`config.mk`:
```
export PLATFORM = sky130hd
export DESIGN_NAME = port_police_egress_queue_ctrl
export DESIGN_NICKNAME = d
export VERILOG_FILES = /design/src/design/port_police_egress_pkg.sv /design/src/design/port_police_egress_queue_ctrl.sv
export SDC_FILE = /design/constraint.sdc
export NUM_CORES = 1
export LEC_CHECK = 0
export BUFFER_PORTS_ARGS = -buffer_cell sky130_fd_sc_hd__buf_2
export CORE_UTILIZATION = 33
export DETAILED_ROUTE_END_ITERATION = 8
export PLACE_DENSITY_LB_ADDON = 0.2
export REMOVE_ABC_BUFFERS = 1
export SETUP_SLACK_MARGIN = 0.3
export SLEW_MARGIN = 20
export SYNTH_ARGS = -nofsm -noshare
export SYNTH_HDL_FRONTEND = slang
export SYNTH_SLANG_ARGS = --single-unit
```
`constraint.sdc`:
```
create_clock -name clk_sys_i -period 4.1 [get_ports clk_sys_i]
set_input_delay 0.82 -clock clk_sys_i [delete_from_list [all_inputs] [get_ports clk_sys_i]]
set_output_delay 0.82 -clock clk_sys_i [all_outputs]
set_load 0.01 [all_outputs]
```
`src/design/port_police_egress_pkg.sv`:
```
// Constants, field layouts and types for the port policing and egress queue register bank.
// Functional notes
// - Enable bit turns policing and early drop on.
// - Mode bit picks color-blind or color-aware policing.
// - Stream packets dropped only with permission bit.
// - Remap bit remaps DSCP color when color-aware.
// - Mark bit writes policing color into DSCP.
// - Two-bit non-IP frame color, reset 01.
// - Port-based bit: per port rates, else index zero.
// - Selector picks dropped, green, yellow or red count.
// - Drop-all drops everything above maximum threshold.
// - Color counters count only dropped packets when set.
// - Two-bit queue index selects indexed queue registers.
// - Queue index also reachable as top byte.
// - VID replacement, outer tag when double tagged.
// - Mode 00 is strict priority, queue 3 first.
// - Mode 10, reset value, is weighted round robin.
// - Scheduler codes 01 and 11 are reserved.
// - Shaper 00 none, 01 credit based, reset 00.
// - Port pointer selects port and queue for counters.
package port_police_egress_pkg;

  // Register offsets within one port's 4 KiB window.
  localparam logic [11:0] OFF_PORT_POINTER = 12'h804;
  localparam logic [11:0] OFF_POLICE_CTRL = 12'h80C;
  localparam logic [11:0] OFF_POLICE_COUNT = 12'h820;
  localparam logic [11:0] OFF_TXQ_INDEX = 12'h900;
  localparam logic [11:0] OFF_VID_REPLACE = 12'h904;
  localparam logic [11:0] OFF_TXQ_SCHED = 12'h914;

  // Byte lane that carries the queue index on a byte access.
  localparam logic [1:0] QIDX_BYTE_LANE = 2'h3;

  // AHB-Lite encodings used by the slave.
  localparam logic [2:0] HSIZE_BYTE = 3'h0;
  localparam logic [2:0] HSIZE_WORD = 3'h2;

  // Egress scheduler modes; the other two codes are reserved.
  typedef enum logic [1:0] {
    SCHED_STRICT = 2'h0,
    SCHED_WRR = 2'h2
  } sched_mode_t;

  // Egress shaper modes; codes above one are reserved.
  typedef enum logic [1:0] {
    SHAPE_NONE = 2'h0,
    SHAPE_CBS = 2'h1
  } shaper_mode_t;

  // Policing counter selector values.
  typedef enum logic [1:0] {
    CNT_DROPPED = 2'h0,
    CNT_GREEN = 2'h1,
    CNT_YELLOW = 2'h2,
    CNT_RED = 2'h3
  } count_sel_t;

  // Policing control word, bit 11 down to bit 0.
  typedef struct packed {
    logic drop_color_only;
    logic drop_all;
    count_sel_t pkt_type;
    logic port_based;
    logic [1:0] non_ip_frame_color;
    logic mark;
    logic remap;
    logic srp_drop;
    logic color_blind;
    logic enable;
  } police_ctrl_t;

  // Settings as the policing datapath should apply them.
  typedef struct packed {
    logic policing_on;
    logic wred_on;
    logic color_blind;
    logic color_aware;
    logic remap_on;
    logic mark_on;
    logic srp_drop_allowed;
    logic drop_all;
    logic drop_color_only;
    logic [2:0] rate_port_sel;
  } police_eff_t;

  // Port pointer fields; port index sits at bit 16 of the word.
  typedef struct packed {
    logic [2:0] port_index;
    logic [1:0] queue_ptr;
  } port_ptr_t;
  localparam int PTR_PORT_LSB = 16;

  // Per-queue scheduler byte, bits 7:4 of the register.
  typedef struct packed {
    sched_mode_t mode;
    shaper_mode_t shaper;
  } tx_sched_t;

  // Values after reset.
  localparam police_ctrl_t POLICE_CTRL_RST = police_ctrl_t'(12'h020);
  localparam police_eff_t POLICE_EFF_RST = police_eff_t'(12'h000);
  localparam port_ptr_t PORT_PTR_RST = port_ptr_t'(5'h00);
  localparam tx_sched_t TX_SCHED_RST = tx_sched_t'(4'h8);

endpackage

```
`src/design/port_police_egress_queue_ctrl.sv`:
```
// Register bank for per-port policing and egress queue control behind an AHB-Lite slave.
`timescale 1ns/1ps
module port_police_egress_queue_ctrl
  import port_police_egress_pkg::*;
#(
  parameter int NUM_PORTS = 3,
  parameter int NUM_QUEUES = 4
) (
  input wire logic clk_sys_i,
  input wire logic rst_n_i,
  input wire logic hsel_i,
  input wire logic [15:0] haddr_i,
  input wire logic [1:0] htrans_i,
  input wire logic hwrite_i,
  input wire logic [2:0] hsize_i,
  input wire logic [31:0] hwdata_i,
  input wire logic hready_i,
  output logic [31:0] hrdata_o,
  output logic hreadyout_o,
  output logic hresp_o,
  input wire logic [NUM_PORTS-1:0][31:0] policing_packet_counter_count_i,
  input wire logic [NUM_PORTS-1:0] double_tag_en_i,
  output police_ctrl_t [NUM_PORTS-1:0] police_cfg_o,
  output police_eff_t [NUM_PORTS-1:0] police_eff_o,
  output port_ptr_t [NUM_PORTS-1:0] pointer_o,
  output logic [NUM_PORTS-1:0][1:0] tx_queue_index_o,
  output logic [NUM_PORTS-1:0] vid_replace_o,
  output logic [NUM_PORTS-1:0] vid_replace_outer_o,
  output tx_sched_t [NUM_PORTS-1:0][NUM_QUEUES-1:0] tx_sched_o
);

  // Port windows are numbered from one in haddr[15:12]; the pointer holds three bits.
  if (NUM_PORTS < 1 || NUM_PORTS > 7) begin : g_bad_ports
    $error("NUM_PORTS must lie between 1 and 7");
  end
  // The queue index is two bits wide.
  if (NUM_QUEUES < 1 || NUM_QUEUES > 4) begin : g_bad_queues
    $error("NUM_QUEUES must lie between 1 and 4");
  end

  localparam int NP = NUM_PORTS;
  localparam int NQ = NUM_QUEUES;

  // Whole state of the block: bus pipeline, answer and every setting.
  typedef struct packed {
    logic wr_pend;
    logic [15:0] wr_addr;
    logic [2:0] wr_size;
    logic [31:0] rdata;
    logic ready;
    logic resp;
    police_ctrl_t [NP-1:0] pol;
    police_eff_t [NP-1:0] eff;
    port_ptr_t [NP-1:0] ptr;
    logic [NP-1:0][1:0] qidx;
    logic [NP-1:0] vid;
    logic [NP-1:0] vid_outer;
    tx_sched_t [NP-1:0][NQ-1:0] sched;
  } state_t;

  // Reset image; the slave is ready and answers OKAY from reset on.
  localparam state_t ST_RST = state_t'({1'b0, 16'h0000, 3'h0, 32'h0000_0000, 1'b1, 1'b0,
    {NP{POLICE_CTRL_RST}}, {NP{POLICE_EFF_RST}}, {NP{PORT_PTR_RST}}, {(2*NP){1'b0}},
    {NP{1'b0}}, {NP{1'b0}}, {(NP*NQ){TX_SCHED_RST}}});

  state_t s_q; // Registered state.
  state_t s_d; // Next state.

  // Word-aligned offset inside a port window.
  function automatic logic [11:0] word_off(input logic [15:0] a);
    word_off = {a[11:2], 2'h0};
  endfunction

  // True when the address falls in the window of port i.
  function automatic logic port_hit(input logic [15:0] a, input int i);
    port_hit = (a[15:12] == 4'(i + 1));
  endfunction

  // Next state: the pending write lands first, so a read right behind it sees it.
  always_comb begin
    s_d = s_q;
    // Data phase of a write taken in the previous cycle.
    if (s_q.wr_pend) begin
      for (int i = 0; i < NP; i++) begin
        if (port_hit(s_q.wr_addr, i)) begin
          unique case (word_off(s_q.wr_addr))
            // Pointer for counters and policing locations.
            OFF_PORT_POINTER: begin
              if (s_q.wr_size == HSIZE_WORD && s_q.wr_addr[1:0] == 2'h0) begin
                s_d.ptr[i].port_index = hwdata_i[PTR_PORT_LSB+:3];
                s_d.ptr[i].queue_ptr = hwdata_i[1:0];
              end
            end
            // Policing control; bits above 11 are dropped.
            OFF_POLICE_CTRL: begin
              if (s_q.wr_size == HSIZE_WORD && s_q.wr_addr[1:0] == 2'h0) begin
                s_d.pol[i] = police_ctrl_t'(hwdata_i[11:0]);
              end
            end
            // Queue index as a word, or as the single byte at the top address.
            OFF_TXQ_INDEX: begin
              if (s_q.wr_size == HSIZE_BYTE && s_q.wr_addr[1:0] == QIDX_BYTE_LANE) begin
                s_d.qidx[i] = hwdata_i[25:24];
              end else if (s_q.wr_size == HSIZE_WORD && s_q.wr_addr[1:0] == 2'h0) begin
                s_d.qidx[i] = hwdata_i[1:0];
              end
            end
            // VID replacement enable.
            OFF_VID_REPLACE: begin
              if (s_q.wr_size == HSIZE_WORD && s_q.wr_addr[1:0] == 2'h0) begin
                s_d.vid[i] = hwdata_i[0];
              end
            end
            // Scheduler byte of the queue that the index names.
            OFF_TXQ_SCHED: begin
              if (s_q.wr_addr[1:0] == 2'h0) begin
                for (int q = 0; q < NQ; q++) begin
                  if (s_q.qidx[i] == 2'(q)) begin
                    // Reserved scheduler codes leave the mode unchanged.
                    if (hwdata_i[7:6] == SCHED_STRICT || hwdata_i[7:6] == SCHED_WRR) begin
                      s_d.sched[i][q].mode = sched_mode_t'(hwdata_i[7:6]);
                    end
                    // Reserved shaper codes leave the shaper unchanged.
                    if (!hwdata_i[5]) begin
                      s_d.sched[i][q].shaper = shaper_mode_t'(hwdata_i[5:4]);
                    end
                  end
                end
              end
            end
            // Unmapped offsets take no effect.
            default: begin
            end
          endcase
        end
      end
    end
    // Settings as applied, derived from the updated control words.
    for (int i = 0; i < NP; i++) begin
      s_d.eff[i].policing_on = s_d.pol[i].enable;
      s_d.eff[i].wred_on = s_d.pol[i].enable;
      s_d.eff[i].color_blind = s_d.pol[i].enable && s_d.pol[i].color_blind;
      s_d.eff[i].color_aware = s_d.pol[i].enable && !s_d.pol[i].color_blind;
      // Remap only matters for color-aware policing.
      s_d.eff[i].remap_on = s_d.eff[i].color_aware && s_d.pol[i].remap;
      s_d.eff[i].mark_on = s_d.pol[i].enable && s_d.pol[i].mark;
      s_d.eff[i].srp_drop_allowed = s_d.pol[i].enable && s_d.pol[i].srp_drop;
      s_d.eff[i].drop_all = s_d.pol[i].enable && s_d.pol[i].drop_all;
      s_d.eff[i].drop_color_only = s_d.pol[i].drop_color_only;
      // Without per-port policing the aggregate rates live at port index zero.
      s_d.eff[i].rate_port_sel = s_d.pol[i].port_based ? s_d.ptr[i].port_index : 3'h0;
      s_d.vid_outer[i] = s_d.vid[i] && double_tag_en_i[i];
    end
    // Address phase of a new transfer.
    s_d.wr_pend = 1'b0;
    if (hsel_i && hready_i && htrans_i[1]) begin
      if (hwrite_i) begin
        s_d.wr_pend = 1'b1;
        s_d.wr_addr = haddr_i;
        s_d.wr_size = hsize_i;
      end else begin
        // Reads return zero for reserved bits and unmapped offsets.
        s_d.rdata = 32'h0000_0000;
        for (int i = 0; i < NP; i++) begin
          if (port_hit(haddr_i, i)) begin
            unique case (word_off(haddr_i))
              OFF_PORT_POINTER: begin
                s_d.rdata = {13'h0000, s_d.ptr[i].port_index, 14'h0000, s_d.ptr[i].queue_ptr};
              end
              OFF_POLICE_CTRL: begin
                s_d.rdata = {20'h00000, s_d.pol[i]};
              end
              // Count chosen by the selector for the pointed port and queue.
              OFF_POLICE_COUNT: begin
                s_d.rdata = policing_packet_counter_count_i[i];
              end
              // The index appears in the top lane for an access to lane 3, else in bits 1:0.
              OFF_TXQ_INDEX: begin
                if (haddr_i[1:0] == QIDX_BYTE_LANE) begin
                  s_d.rdata = {6'h00, s_d.qidx[i], 24'h000000};
                end else begin
                  s_d.rdata = {30'h00000000, s_d.qidx[i]};
                end
              end
              OFF_VID_REPLACE: begin
                s_d.rdata = {31'h00000000, s_d.vid[i]};
              end
              // Indexed scheduler byte.
              OFF_TXQ_SCHED: begin
                s_d.rdata = {24'h000000, s_d.sched[i][s_d.qidx[i]], 4'h0};
              end
              default: begin
              end
            endcase
          end
        end
      end
    end
  end

  // State register.
  always_ff @(posedge clk_sys_i or negedge rst_n_i) begin
    if (!rst_n_i) begin
      s_q <= ST_RST;
    end else begin
      s_q <= s_d;
    end
  end

  // Outputs straight from the state register.
  assign hrdata_o = s_q.rdata;
  assign hreadyout_o = s_q.ready;
  assign hresp_o = s_q.resp;
  assign police_cfg_o = s_q.pol;
  assign police_eff_o = s_q.eff;
  assign pointer_o = s_q.ptr;
  assign tx_queue_index_o = s_q.qidx;
  assign vid_replace_o = s_q.vid;
  assign vid_replace_outer_o = s_q.vid_outer;
  assign tx_sched_o = s_q.sched;

  logic rd_take; // A read address phase is accepted.
  logic wr_pol0; // Word write to port 1 policing control in its data phase.
  logic wr_qb0; // Byte write to port 1 queue index top byte in its data phase.
  assign rd_take = hsel_i && hready_i && htrans_i[1] && !hwrite_i;
  assign wr_pol0 = s_q.wr_pend && s_q.wr_addr == {4'h1, OFF_POLICE_CTRL}
    && s_q.wr_size == HSIZE_WORD;
  assign wr_qb0 = s_q.wr_pend && s_q.wr_addr == {4'h1, OFF_TXQ_INDEX[11:2], QIDX_BYTE_LANE}
    && s_q.wr_size == HSIZE_BYTE;

  logic wr_qw0; // Word write to port 1 queue index in its data phase.
  logic wr_ptr0; // Word write to port 1 pointer in its data phase.
  logic wr_sch0; // Write to port 1 scheduler byte in its data phase.
  assign wr_qw0 = s_q.wr_pend && s_q.wr_addr == {4'h1, OFF_TXQ_INDEX}
    && s_q.wr_size == HSIZE_WORD;
  assign wr_ptr0 = s_q.wr_pend && s_q.wr_addr == {4'h1, OFF_PORT_POINTER}
    && s_q.wr_size == HSIZE_WORD;
  assign wr_sch0 = s_q.wr_pend && s_q.wr_addr == {4'h1, OFF_TXQ_SCHED};
endmodule

```
==> results of run 1 <==
[stage by stage]
step	TNS, ns	utilization, %
3_5_place_dp	0	36.14
3_3_place_gp	0	36.14
4_1_cts	0	37.99
6_report	0	38.02
2_1_floorplan	-28.72	-
5_1_grt	0	38.01
[flip-flops by register name (all words and copies together) (netlist names)]
| signal | count |
|---|---|
| police_eff_o | 33 |
| tx_queue_index_o | 6 |
| pointer_o | 15 |
| vid_replace_outer_o | 3 |
| vid_replace_o | 3 |
| hrdata_o | 32 |
| s_q | 20 |
| tx_sched_o | 48 |
| police_cfg_o | 30 |
[routing by layer]
layer  vias to the layer above  GRT usage (%)  part of all wire (%)
li1                       3887              -                     -
met1                      4177          32.07                    45
met2                       317          36.36                    46
met3                        53          5.457                   6.4
met4                         6          7.350                   2.1
met5                         -              0                  0.11
[power by group]
| group | switching, uW | internal (uW) | leakage, uW | total [uW] |
|---|---|---|---|---|
| Sequential | 45.5 | 1930 | 0.00247 | 1970 |
| Clock | 786 | 916 | 0.000275 | 1700 |
| Combinational | 218 | 131 | 0.00347 | 349 |
[cells by family (layout without fill, tap and decap cells)]
group,after synthesis,in the layout
other,2,5
AO/OA/AOI/OAI,183,183
flip-flops,190,190
multiplexers,94,94
AND/OR/NAND/NOR,342,342
buffers and inverters,261,417
[cells in the final DEF, fill, tap and decap left out, types with 18 or more instances in the layout]
cell / count
buf_2: 318
buf_4: 35
mux2_2: 59
inv_1: 27
nor2_1: 36
o21ai_0: 33
dfrtp_1: 175
nand2_1: 163
nor2b_1: 18
and2_1: 26
a21oi_1: 28
mux2i_1: 32
[repair_timing]
item                                    CTS  global route
endpoints found under the setup margin    0             2
hold buffers                              0             0
gates resized for setup                   0             1
hold endpoints to repair                  0             0
[worst paths after layout]
path	slack, ns	cells past startpoint	endpoint	startpoint
worst max-delay path	0.56	9	hrdata_o[7]	hwdata_i[6]
worst min-delay path	0.37	1	tx_sched_o[26]	rst_n_i
worst max register to register	0.57	9	hrdata_o[5]	s_q[191]
worst min register to register	0.47	2	hrdata_o[30]	hrdata_o[30]
max in group asynchronous	2.76	2	pointer_o[12]	rst_n_i
min in group clk_sys_i	0.47	2	hrdata_o[30]	hrdata_o[30]
[area by class of cell]
| class | count | area, um2 | area share [%] |
|---|---|---|---|
| inverter | 29 | 108.9 | 0.9096 |
| clock buffer | 19 | 442.9 | 3.701 |
| clock inverter | 13 | 140.1 | 1.171 |
| antenna | 3 | 7.507 | 0.06273 |
| tap | 402 | 503.0 | 4.203 |
| multi-input combinational | 621 | 4084 | 34.12 |
| sequential | 190 | 4773 | 39.89 |
| timing repair buffer | 356 | 1908 | 15.94 |
==> results.py, run 1 <==
metrics = {
    "setup_path": {
        "crit_required_ns": 4.43,
        "startpoint_type": "primary input",
        "max_stage_delay_ns": 0.68,
        "cp_max_fo": 8,
        "slowest_stage": "or4b_2",
        "path_class": "in2reg",
        "arrival_ns": 3.88,
        "critical_path.cell_chain": "buf_2, or4b_2, or4_1, nor3_1, mux2_2, mux2_2, mux2i_1, nor3_1, o22a_1",
        "crit_family": "simple AND/OR/NAND/NOR gates",
        "path_buf_inv": 1,
        "endpoint_kind": "flip-flop",
    },
    "timing": {
        "max_slew_margin_pct": 53.39,
        "fin_hold_ws_ns": 0.3717,
        "clock_skew_ns": 0.01247,
        "rsz0062_at_grt": "false",
        "setup_slack_ns": 0.5576,
        "max_freq_mhz": 282.3,
        "setup_viol": 0,
        "fin_crit_sh_pct": 86.40,
        "final-hold-violation-count": 0,
        "finalCriticalPeriod_ns": 3.542,
        "worst_pin_slew_ns": 0.6815,
        "drv_slew": 0,
    },
    "placed_design": {
        "gp_congestion": 0.8708,
        "dp_slack_ns": 0.1090,
        "postPlaceCellArea_um2": 11370,
        "dp_hpwl_mm": 28.23,
        "port_buffers": 319,
        "post-place-cells": 1598,
    },
    "grt": {
        "grt_use_total_pct": 23.38,
        "grt_antenna_before_repair": 7,
        "grt_pass1_wl_mm": 56.03,
        "grt_pass1_vias": 8482,
        "grt_overflow": 0,
        "grt_max_degree": 83,
    },
    "power": {
        "leakage_uw": 0.006216,
        "power_uw": 4023,
        "irDropWorstVdd_v": 0.0002410,
        "p_per_area_nw_per_um2": 336.2,
    },
    "outcome": {
        "outcome": "complete, no violations",
    },
    "layout": {
        "nFillCells": 3221,
        "instances_no_fill": 1633,
        "nets": 1372,
        "drive_gt1_share_pct": 39.74,
        "area_growth_pct": 13.77,
        "stdcell_area_um2": 11970,
    },
    "floorplan": {
        "rows": 65,
        "die_height_um": 180.5,
        "dieWidth_um": 180.5,
        "ios": 338,
        "die_area_um2": 32590,
        "core_um2": 31470,
        "start_util_pct": 33.42,
    },
    "synthesis": {
        "synth_edf_count": 0,
        "synth_top_area_share_pct": 41.63,
        "synth_area_um2": 10520,
        "synthAdderAreaFrac_pct": 0,
        "synth_top_family_by_area": "simple AND/OR/NAND/NOR gates",
        "synth-compound-area-share_pct": 12.37,
        "async_flop_share_pct": 100.0,
        "ys_ff_latch": 190,
        "yosysMostFrequentCell": "buf_4",
        "synth_area_leaders": "dfrtp_1 (42%), buf_4 (13%), mux2_2 (6.3%)",
        "synth-seq-area-share_pct": 45.38,
        "ys_types": 74,
        "synth_warnings": 0,
        "synthMuxAreaShare_pct": 9.789,
        "yosys.area_share.simple_pct": 16.49,
        "yosysTopAreaCell": "dfrtp_1",
        "synthXorXnorAreaFrac_pct": 0,
        "ys.flop_type": "dfrtp_1",
        "synth_cells": 1072,
        "synthTopCellsByCount": "buf_4 (181), dfrtp_1 (175), nand2_1 (163)",
        "syn_area_per_cell_um2": 9.812,
    },
    "routing": {
        "route.detailed.drc": 0,
        "vias": 8440,
        "viasPerCell": 5.168,
        "drt_iter0_markers": 627,
        "drt-pass1-iter-count": 5,
        "wl_per_cell_um": 23.08,
        "ant_nets": 0,
        "routed_wl_mm": 37.69,
    },
    "clock_network": {
        "htree_levels": 4,
        "cts_buffer_depth": 2,
        "clk_pin_slew_worst_paths_ns": 0.07,
        "cts_sinks": 190,
        "cts_setup_buffers": 0,
        "cts_tree": "built",
        "clock_latency_ns": 0.45,
        "cts_made_buffers": 17,
        "cts.root.buffer_cell": "clkbuf_16",
    },
    "hold_path": {
        "hold_path_class": "in2async",
    },
    "flow_run": {
        "maxCapViolations": 0,
    },
}
Power figures use the tool's default switching activity.
==> inputs of run 2 (changes only) <==
--- a/config.mk
+++ b/config.mk
@@ -8,7 +8,7 @@
 export BUFFER_PORTS_ARGS = -buffer_cell sky130_fd_sc_hd__buf_2
 export CORE_UTILIZATION = 33
 export DETAILED_ROUTE_END_ITERATION = 8
-export PLACE_DENSITY_LB_ADDON = 0.2
+export PLACE_DENSITY = 0.52
 export REMOVE_ABC_BUFFERS = 1
 export SETUP_SLACK_MARGIN = 0.3
 export SLEW_MARGIN = 20
==> constraint.sdc (replaced) <==
create_clock -name clk_sys_i -period 4.4 [get_ports clk_sys_i]
set_input_delay 0.88 -clock clk_sys_i [delete_from_list [all_inputs] [get_ports clk_sys_i]]
set_output_delay 0.88 -clock clk_sys_i [all_outputs]
set_load 0.01 [all_outputs]
==> run 2 against run 1 <==
Compared with the run above: combinational power fell by 8.3%; clock skew barely moved; first-iteration DRC count fell by 11%; highest routed layer unchanged; clock-buffer cell count fell by 1; register-to-register slack improved by 0.02 ns; largest power group unchanged; critical path depth fell by 1.
==> results.py, run 2 (same netlist as run 1, synthesis figures left out) <==
metrics = {
    "outcome": {
        "outcome": "complete, no violations",
    },
    "placed_design": {
        "gp_congestion": 0.8545,
        "postPlaceCellArea_um2": 11340,
        "dp_hpwl_mm": 28.11,
        "port_buffers": 319,
    },
    "clock_network": {
        "htree_levels": 4,
        "cts.root.buffer_cell": "clkbuf_16",
        "cts_sinks": 190,
        "cts_buffer_depth": 2,
        "clock_latency_ns": 0.45,
        "cts_made_buffers": 17,
        "cts_setup_buffers": 0,
        "cts_tree": "built",
        "ctsResizeCount": 0,
        "clk_pin_slew_worst_paths_ns": 0.08,
        "ctsHoldBuffers": 0,
    },
    "setup_path": {
        "cp_max_fo": 10,
        "slowest_stage": "or4b_2",
        "path_class": "reg2reg",
        "path_buf_inv": 1,
        "critical_path.cell_chain": "or4b_2, or4_1, nor2_1, buf_4, mux2_2, a221oi_1, o22ai_1, a32o_1",
        "endpoint_kind": "flip-flop",
        "crit_family": "simple AND/OR/NAND/NOR gates",
        "arrival_ns": 4.14,
        "max_stage_delay_ns": 0.65,
        "startpoint_type": "flip-flop",
        "crit_required_ns": 4.74,
    },
    "timing": {
        "worst_pin_slew_ns": 0.9802,
        "rsz0062_at_grt": "false",
        "finalCriticalPeriod_ns": 3.806,
        "final-hold-violation-count": 0,
        "max_slew_margin_pct": 34.65,
        "finalSetupTns_ns": 0,
        "drv_slew": 0,
        "clock_skew_ns": 0.01268,
        "fin_crit_sh_pct": 86.49,
        "max_freq_mhz": 262.8,
        "setup_viol": 0,
    },
    "layout": {
        "layout_common_cells": "buf_2 (318), dfrtp_1 (175), nand2_1 (163)",
        "largest_reg_flops": 48,
        "nFillCells": 3234,
        "nets": 1368,
        "stdcell_area_um2": 11920,
        "drive_gt1_share_pct": 39.62,
        "final_common_cell": "buf_2",
        "area_growth_pct": 13.29,
    },
    "grt": {
        "grt_max_degree": 100,
        "grt_pass1_vias": 8564,
        "grt_antenna_before_repair": 3,
        "grt_use_total_pct": 23.05,
        "grt_pass1_wl_mm": 55.43,
        "grt_overflow": 0,
    },
    "routing": {
        "ant_nets": 0,
        "vias": 8377,
        "drt_iter0_markers": 559,
        "viasPerCell": 5.146,
        "drt-pass1-iter-count": 5,
        "route.detailed.drc": 0,
        "routed_wl_mm": 37.37,
        "wl_per_cell_um": 22.96,
    },
    "floorplan": {
        "start_util_pct": 33.42,
        "ios": 338,
        "die_height_um": 180.5,
        "die_area_um2": 32590,
        "core_um2": 31470,
        "rows": 65,
        "dieWidth_um": 180.5,
    },
    "power": {
        "p_per_area_nw_per_um2": 313.3,
        "leakage_uw": 0.006194,
        "irDropWorstVdd_v": 0.0002051,
    },
    "flow_run": {
        "maxCapViolations": 0,
    },
    "hold_path": {
        "hold_path_class": "reg2reg",
    },
}
run 2: worst paths after layout:
check | from | depth (start not counted) | slack, ns | endpoint
setup / recovery | s_q[187] | 8 | 0.59 | hrdata_o[8]
hold / removal | hrdata_o[19] | 2 | 0.46 | hrdata_o[19]
setup reg to reg | s_q[187] | 8 | 0.59 | hrdata_o[8]
min in group asynchronous | rst_n_i | 1 | 0.55 | tx_sched_o[18]
hold reg to reg | hrdata_o[19] | 2 | 0.46 | hrdata_o[19]
max in group asynchronous | rst_n_i | 2 | 2.83 | tx_sched_o[25]
run 2: final cells by class:
cell class              count  area [um2]  area share [%]
inverters                  29       108.9          0.9135
repair buffers            352        1866           15.66
well taps                 402       503.0           4.221
clock buffers              18       429.2           3.601
clock inverters            14       145.1           1.218
multi-input cells         621        4086           34.29
diodes                      2       5.005         0.04200
flip-flops and latches    190        4773           40.06
run 2: report_power, final:
part           switching, uW  leakage (uW)  internal, uW
Sequential              46.0       0.00247          1790
Combinational            199       0.00345           121
Clock                    769      0.000273           803
Total                   1010       0.00619          2720
run 2: worst min-delay path, stage by stage, from the launching register on:
cell     delay [ns]
dfrtp_1        0.34
nand2_1        0.05
nand2_1        0.05
run 2: per-layer routing:
metal	wire length, um	track usage, %	vias up
met1	16800	30.37	4158
met4	910	7.795	2
met2	17360	36.99	304
met5	11	0	-
met3	2287	5.538	46
li1	-	-	3867
run 2: through the flow:
step	utilization (%)	power (uW)	setup WS, ns	hold slack [ns]	cells
after floorplan	-	1983	-1.219	0.4510	840
after global placement	36.02	2190	0.3527	0.4473	1594
after detailed placement	36.02	2195	0.3168	0.4496	1594
after CTS	37.85	3773	0.6333	0.4654	1626
after global routing	37.85	3873	0.3927	0.4898	1627
final	37.86	3733	0.5944	0.4642	1628
==> inputs of run 3 (changes only) <==
--- a/config.mk
+++ b/config.mk
@@ -6,6 +6,7 @@
 export NUM_CORES = 1
 export LEC_CHECK = 0
 export BUFFER_PORTS_ARGS = -buffer_cell sky130_fd_sc_hd__buf_2
+export CORE_MARGIN = 3
 export CORE_UTILIZATION = 33
 export DETAILED_ROUTE_END_ITERATION = 8
 export PLACE_DENSITY = 0.52
==> run 3 against run 2 <==
Compared with the run above: first-iteration DRC count is 1.6% lower; register-to-register slack improved by 0.26 ns; sequential share of layout area about the same; non-clock buffer count fell by 1; highest routed layer unchanged; critical path type is now in2reg; worst hold slack worse by 0.0028 ns; sequential power barely moved; critical endpoint is now hrdata_o[7]; critical path depth up 1.
==> results.py, run 3 (same netlist as run 1, synthesis figures left out) <==
metrics = {
    "outcome": {
        "outcome": "complete, no violations",
    },
    "layout": {
        "nFillCells": 3182,
        "area_growth_pct": 13.20,
        "drive_gt1_share_pct": 39.25,
        "layout_common_cells": "buf_2 (318), dfrtp_1 (175), nand2_1 (163)",
        "instances_no_fill": 1620,
        "largest_reg_flops": 48,
        "final_common_cell": "buf_2",
        "post-route-util_pct": 38.42,
        "nets": 1367,
    },
    "placed_design": {
        "dp_hpwl_mm": 28.29,
        "post-place-cells": 1587,
        "gp_congestion": 0.8405,
        "port_buffers": 319,
        "dp_slack_ns": 0.2765,
    },
    "grt": {
        "grt_antenna_before_repair": 3,
        "grt_overflow": 0,
        "grt_pass1_wl_mm": 55.99,
        "grt_use_total_pct": 22.24,
        "grt-busiest-layer": "met2",
        "met2_usage_pct": 35.12,
        "grt_pass1_vias": 8538,
        "grtUsageMet3_pct": 5.112,
        "grt_max_degree": 83,
        "met1_usage_pct": 30.66,
    },
    "flow_run": {
        "maxCapViolations": 0,
    },
    "timing": {
        "setup_slack_ns": 0.6803,
        "drv_slew": 0,
        "setup_viol": 0,
        "finalSetupTns_ns": 0,
        "rsz0062_at_grt": "false",
        "max_freq_mhz": 268.8,
        "max_slew_margin_pct": 48.15,
        "worst_pin_slew_ns": 0.7778,
        "final-hold-violation-count": 0,
        "finalCriticalPeriod_ns": 3.720,
        "clock_skew_ns": 0.01409,
        "fin_crit_sh_pct": 84.54,
    },
    "setup_path": {
        "arrival_ns": 4.05,
        "startpoint_type": "primary input",
        "crit_required_ns": 4.73,
        "endpoint_kind": "flip-flop",
        "cp_max_fo": 8,
        "path_class": "in2reg",
    },
    "floorplan": {
        "dieWidth_um": 184.5,
        "rows": 64,
        "die_height_um": 184.5,
        "start_util_pct": 33.94,
        "core_um2": 30990,
        "die_area_um2": 34050,
        "ios": 338,
    },
    "routing": {
        "drt-pass1-iter-count": 5,
        "viasPerCell": 5.245,
        "vias": 8497,
        "drt_iter0_markers": 550,
        "routed_wl_mm": 38.32,
        "ant_nets": 0,
        "wl_per_cell_um": 23.65,
        "route.detailed.drc": 0,
    },
    "clock_network": {
        "ctsHoldBuffers": 0,
        "cts_made_buffers": 17,
        "htree_levels": 4,
        "ctsResizeCount": 0,
        "cts_sinks": 190,
        "clk_pin_slew_worst_paths_ns": 0.07,
        "cts_setup_buffers": 0,
        "clock_latency_ns": 0.44,
        "cts_buffer_depth": 2,
        "cts_tree": "built",
        "cts.root.buffer_cell": "clkbuf_16",
    },
    "power": {
        "pwr-share-clk_pct": 42.3,
        "pwr-share-comb_pct": 8.6,
        "p_per_area_nw_per_um2": 314.0,
        "leakage_uw": 0.006182,
        "p_seq_share_pct": 49.2,
        "p_int_uw": 2773,
        "netSwitchingFraction_pct": 25.84,
        "switchingPower_uw": 966.3,
        "irDropWorstVdd_v": 0.0002282,
    },
    "hold_path": {
        "hold_path_class": "reg2reg",
    },
}
[run 3: cell count changes in the layout (fill, tap and decap cells not counted), sizes merged]
cell / change
inv: -7
diode: -1
bufinv: +1
clkinvlp: +1
buf: -1
clkbuf: +5
[run 3: layout make-up]
class                   count  area [um2]  share of cell area (%)
inverters                  29       108.9                  0.9141
clock buffers              23       457.9                   3.846
clock inverters             9       112.6                  0.9457
well taps                 396       495.5                   4.161
diodes                      1       2.502                 0.02101
repair buffers            351        1871                   15.71
flip-flops and latches    190        4773                   40.09
multi-input cells         621        4086                   34.32
[run 3: through the flow]
step                      hold slack, ns  power [uW]  instance area (um2)
after floorplan                   0.4510        1983                 8955
after global placement            0.4473        2188                11330
after detailed placement          0.4507        2195                11330
after CTS                         0.4665        3785                11910
after global routing              0.4868        3903                11910
final                             0.4615        3739                11910
[run 3: routing by layer]
layer	routed length, um	vias to the layer above
met5	27	-
met4	779	4
met2	17720	326
met3	2520	45
li1	-	3863
met1	17280	4259
[run 3: final timing paths]
| path | cells after the start | startpoint | end | slack (ns) |
|---|---|---|---|---|
| max in group asynchronous | 2 | rst_n_i | police_cfg_o[25] | 2.98 |
| max reg2reg | 9 | s_q[187] | hrdata_o[7] | 0.85 |
| min reg2reg | 2 | hrdata_o[30] | hrdata_o[30] | 0.46 |
| min in group asynchronous | 1 | rst_n_i | tx_sched_o[22] | 0.48 |
| max | 9 | hwdata_i[6] | hrdata_o[7] | 0.68 |
| min | 2 | hrdata_o[30] | hrdata_o[30] | 0.46 |
[run 3: power groups by stage]
stage	logic [uW]	clock network, uW	registers, uW
after CTS	325	1620	1840
after floorplan	115	0	1870
after global placement	320	0	1870
after global routing	357	1700	1850
after detailed placement	324	0	1870
final	320	1580	1840
[run 3: critical path, cell delays in order]
cell and delay (ns):
buf_2 0.15, or4b_2 0.68, or4_1 0.63, nor4_1 0.45, mux2_2 0.40, mux2_2 0.26, mux2i_1 0.24, a22oi_1 0.11
o22a_1 0.22
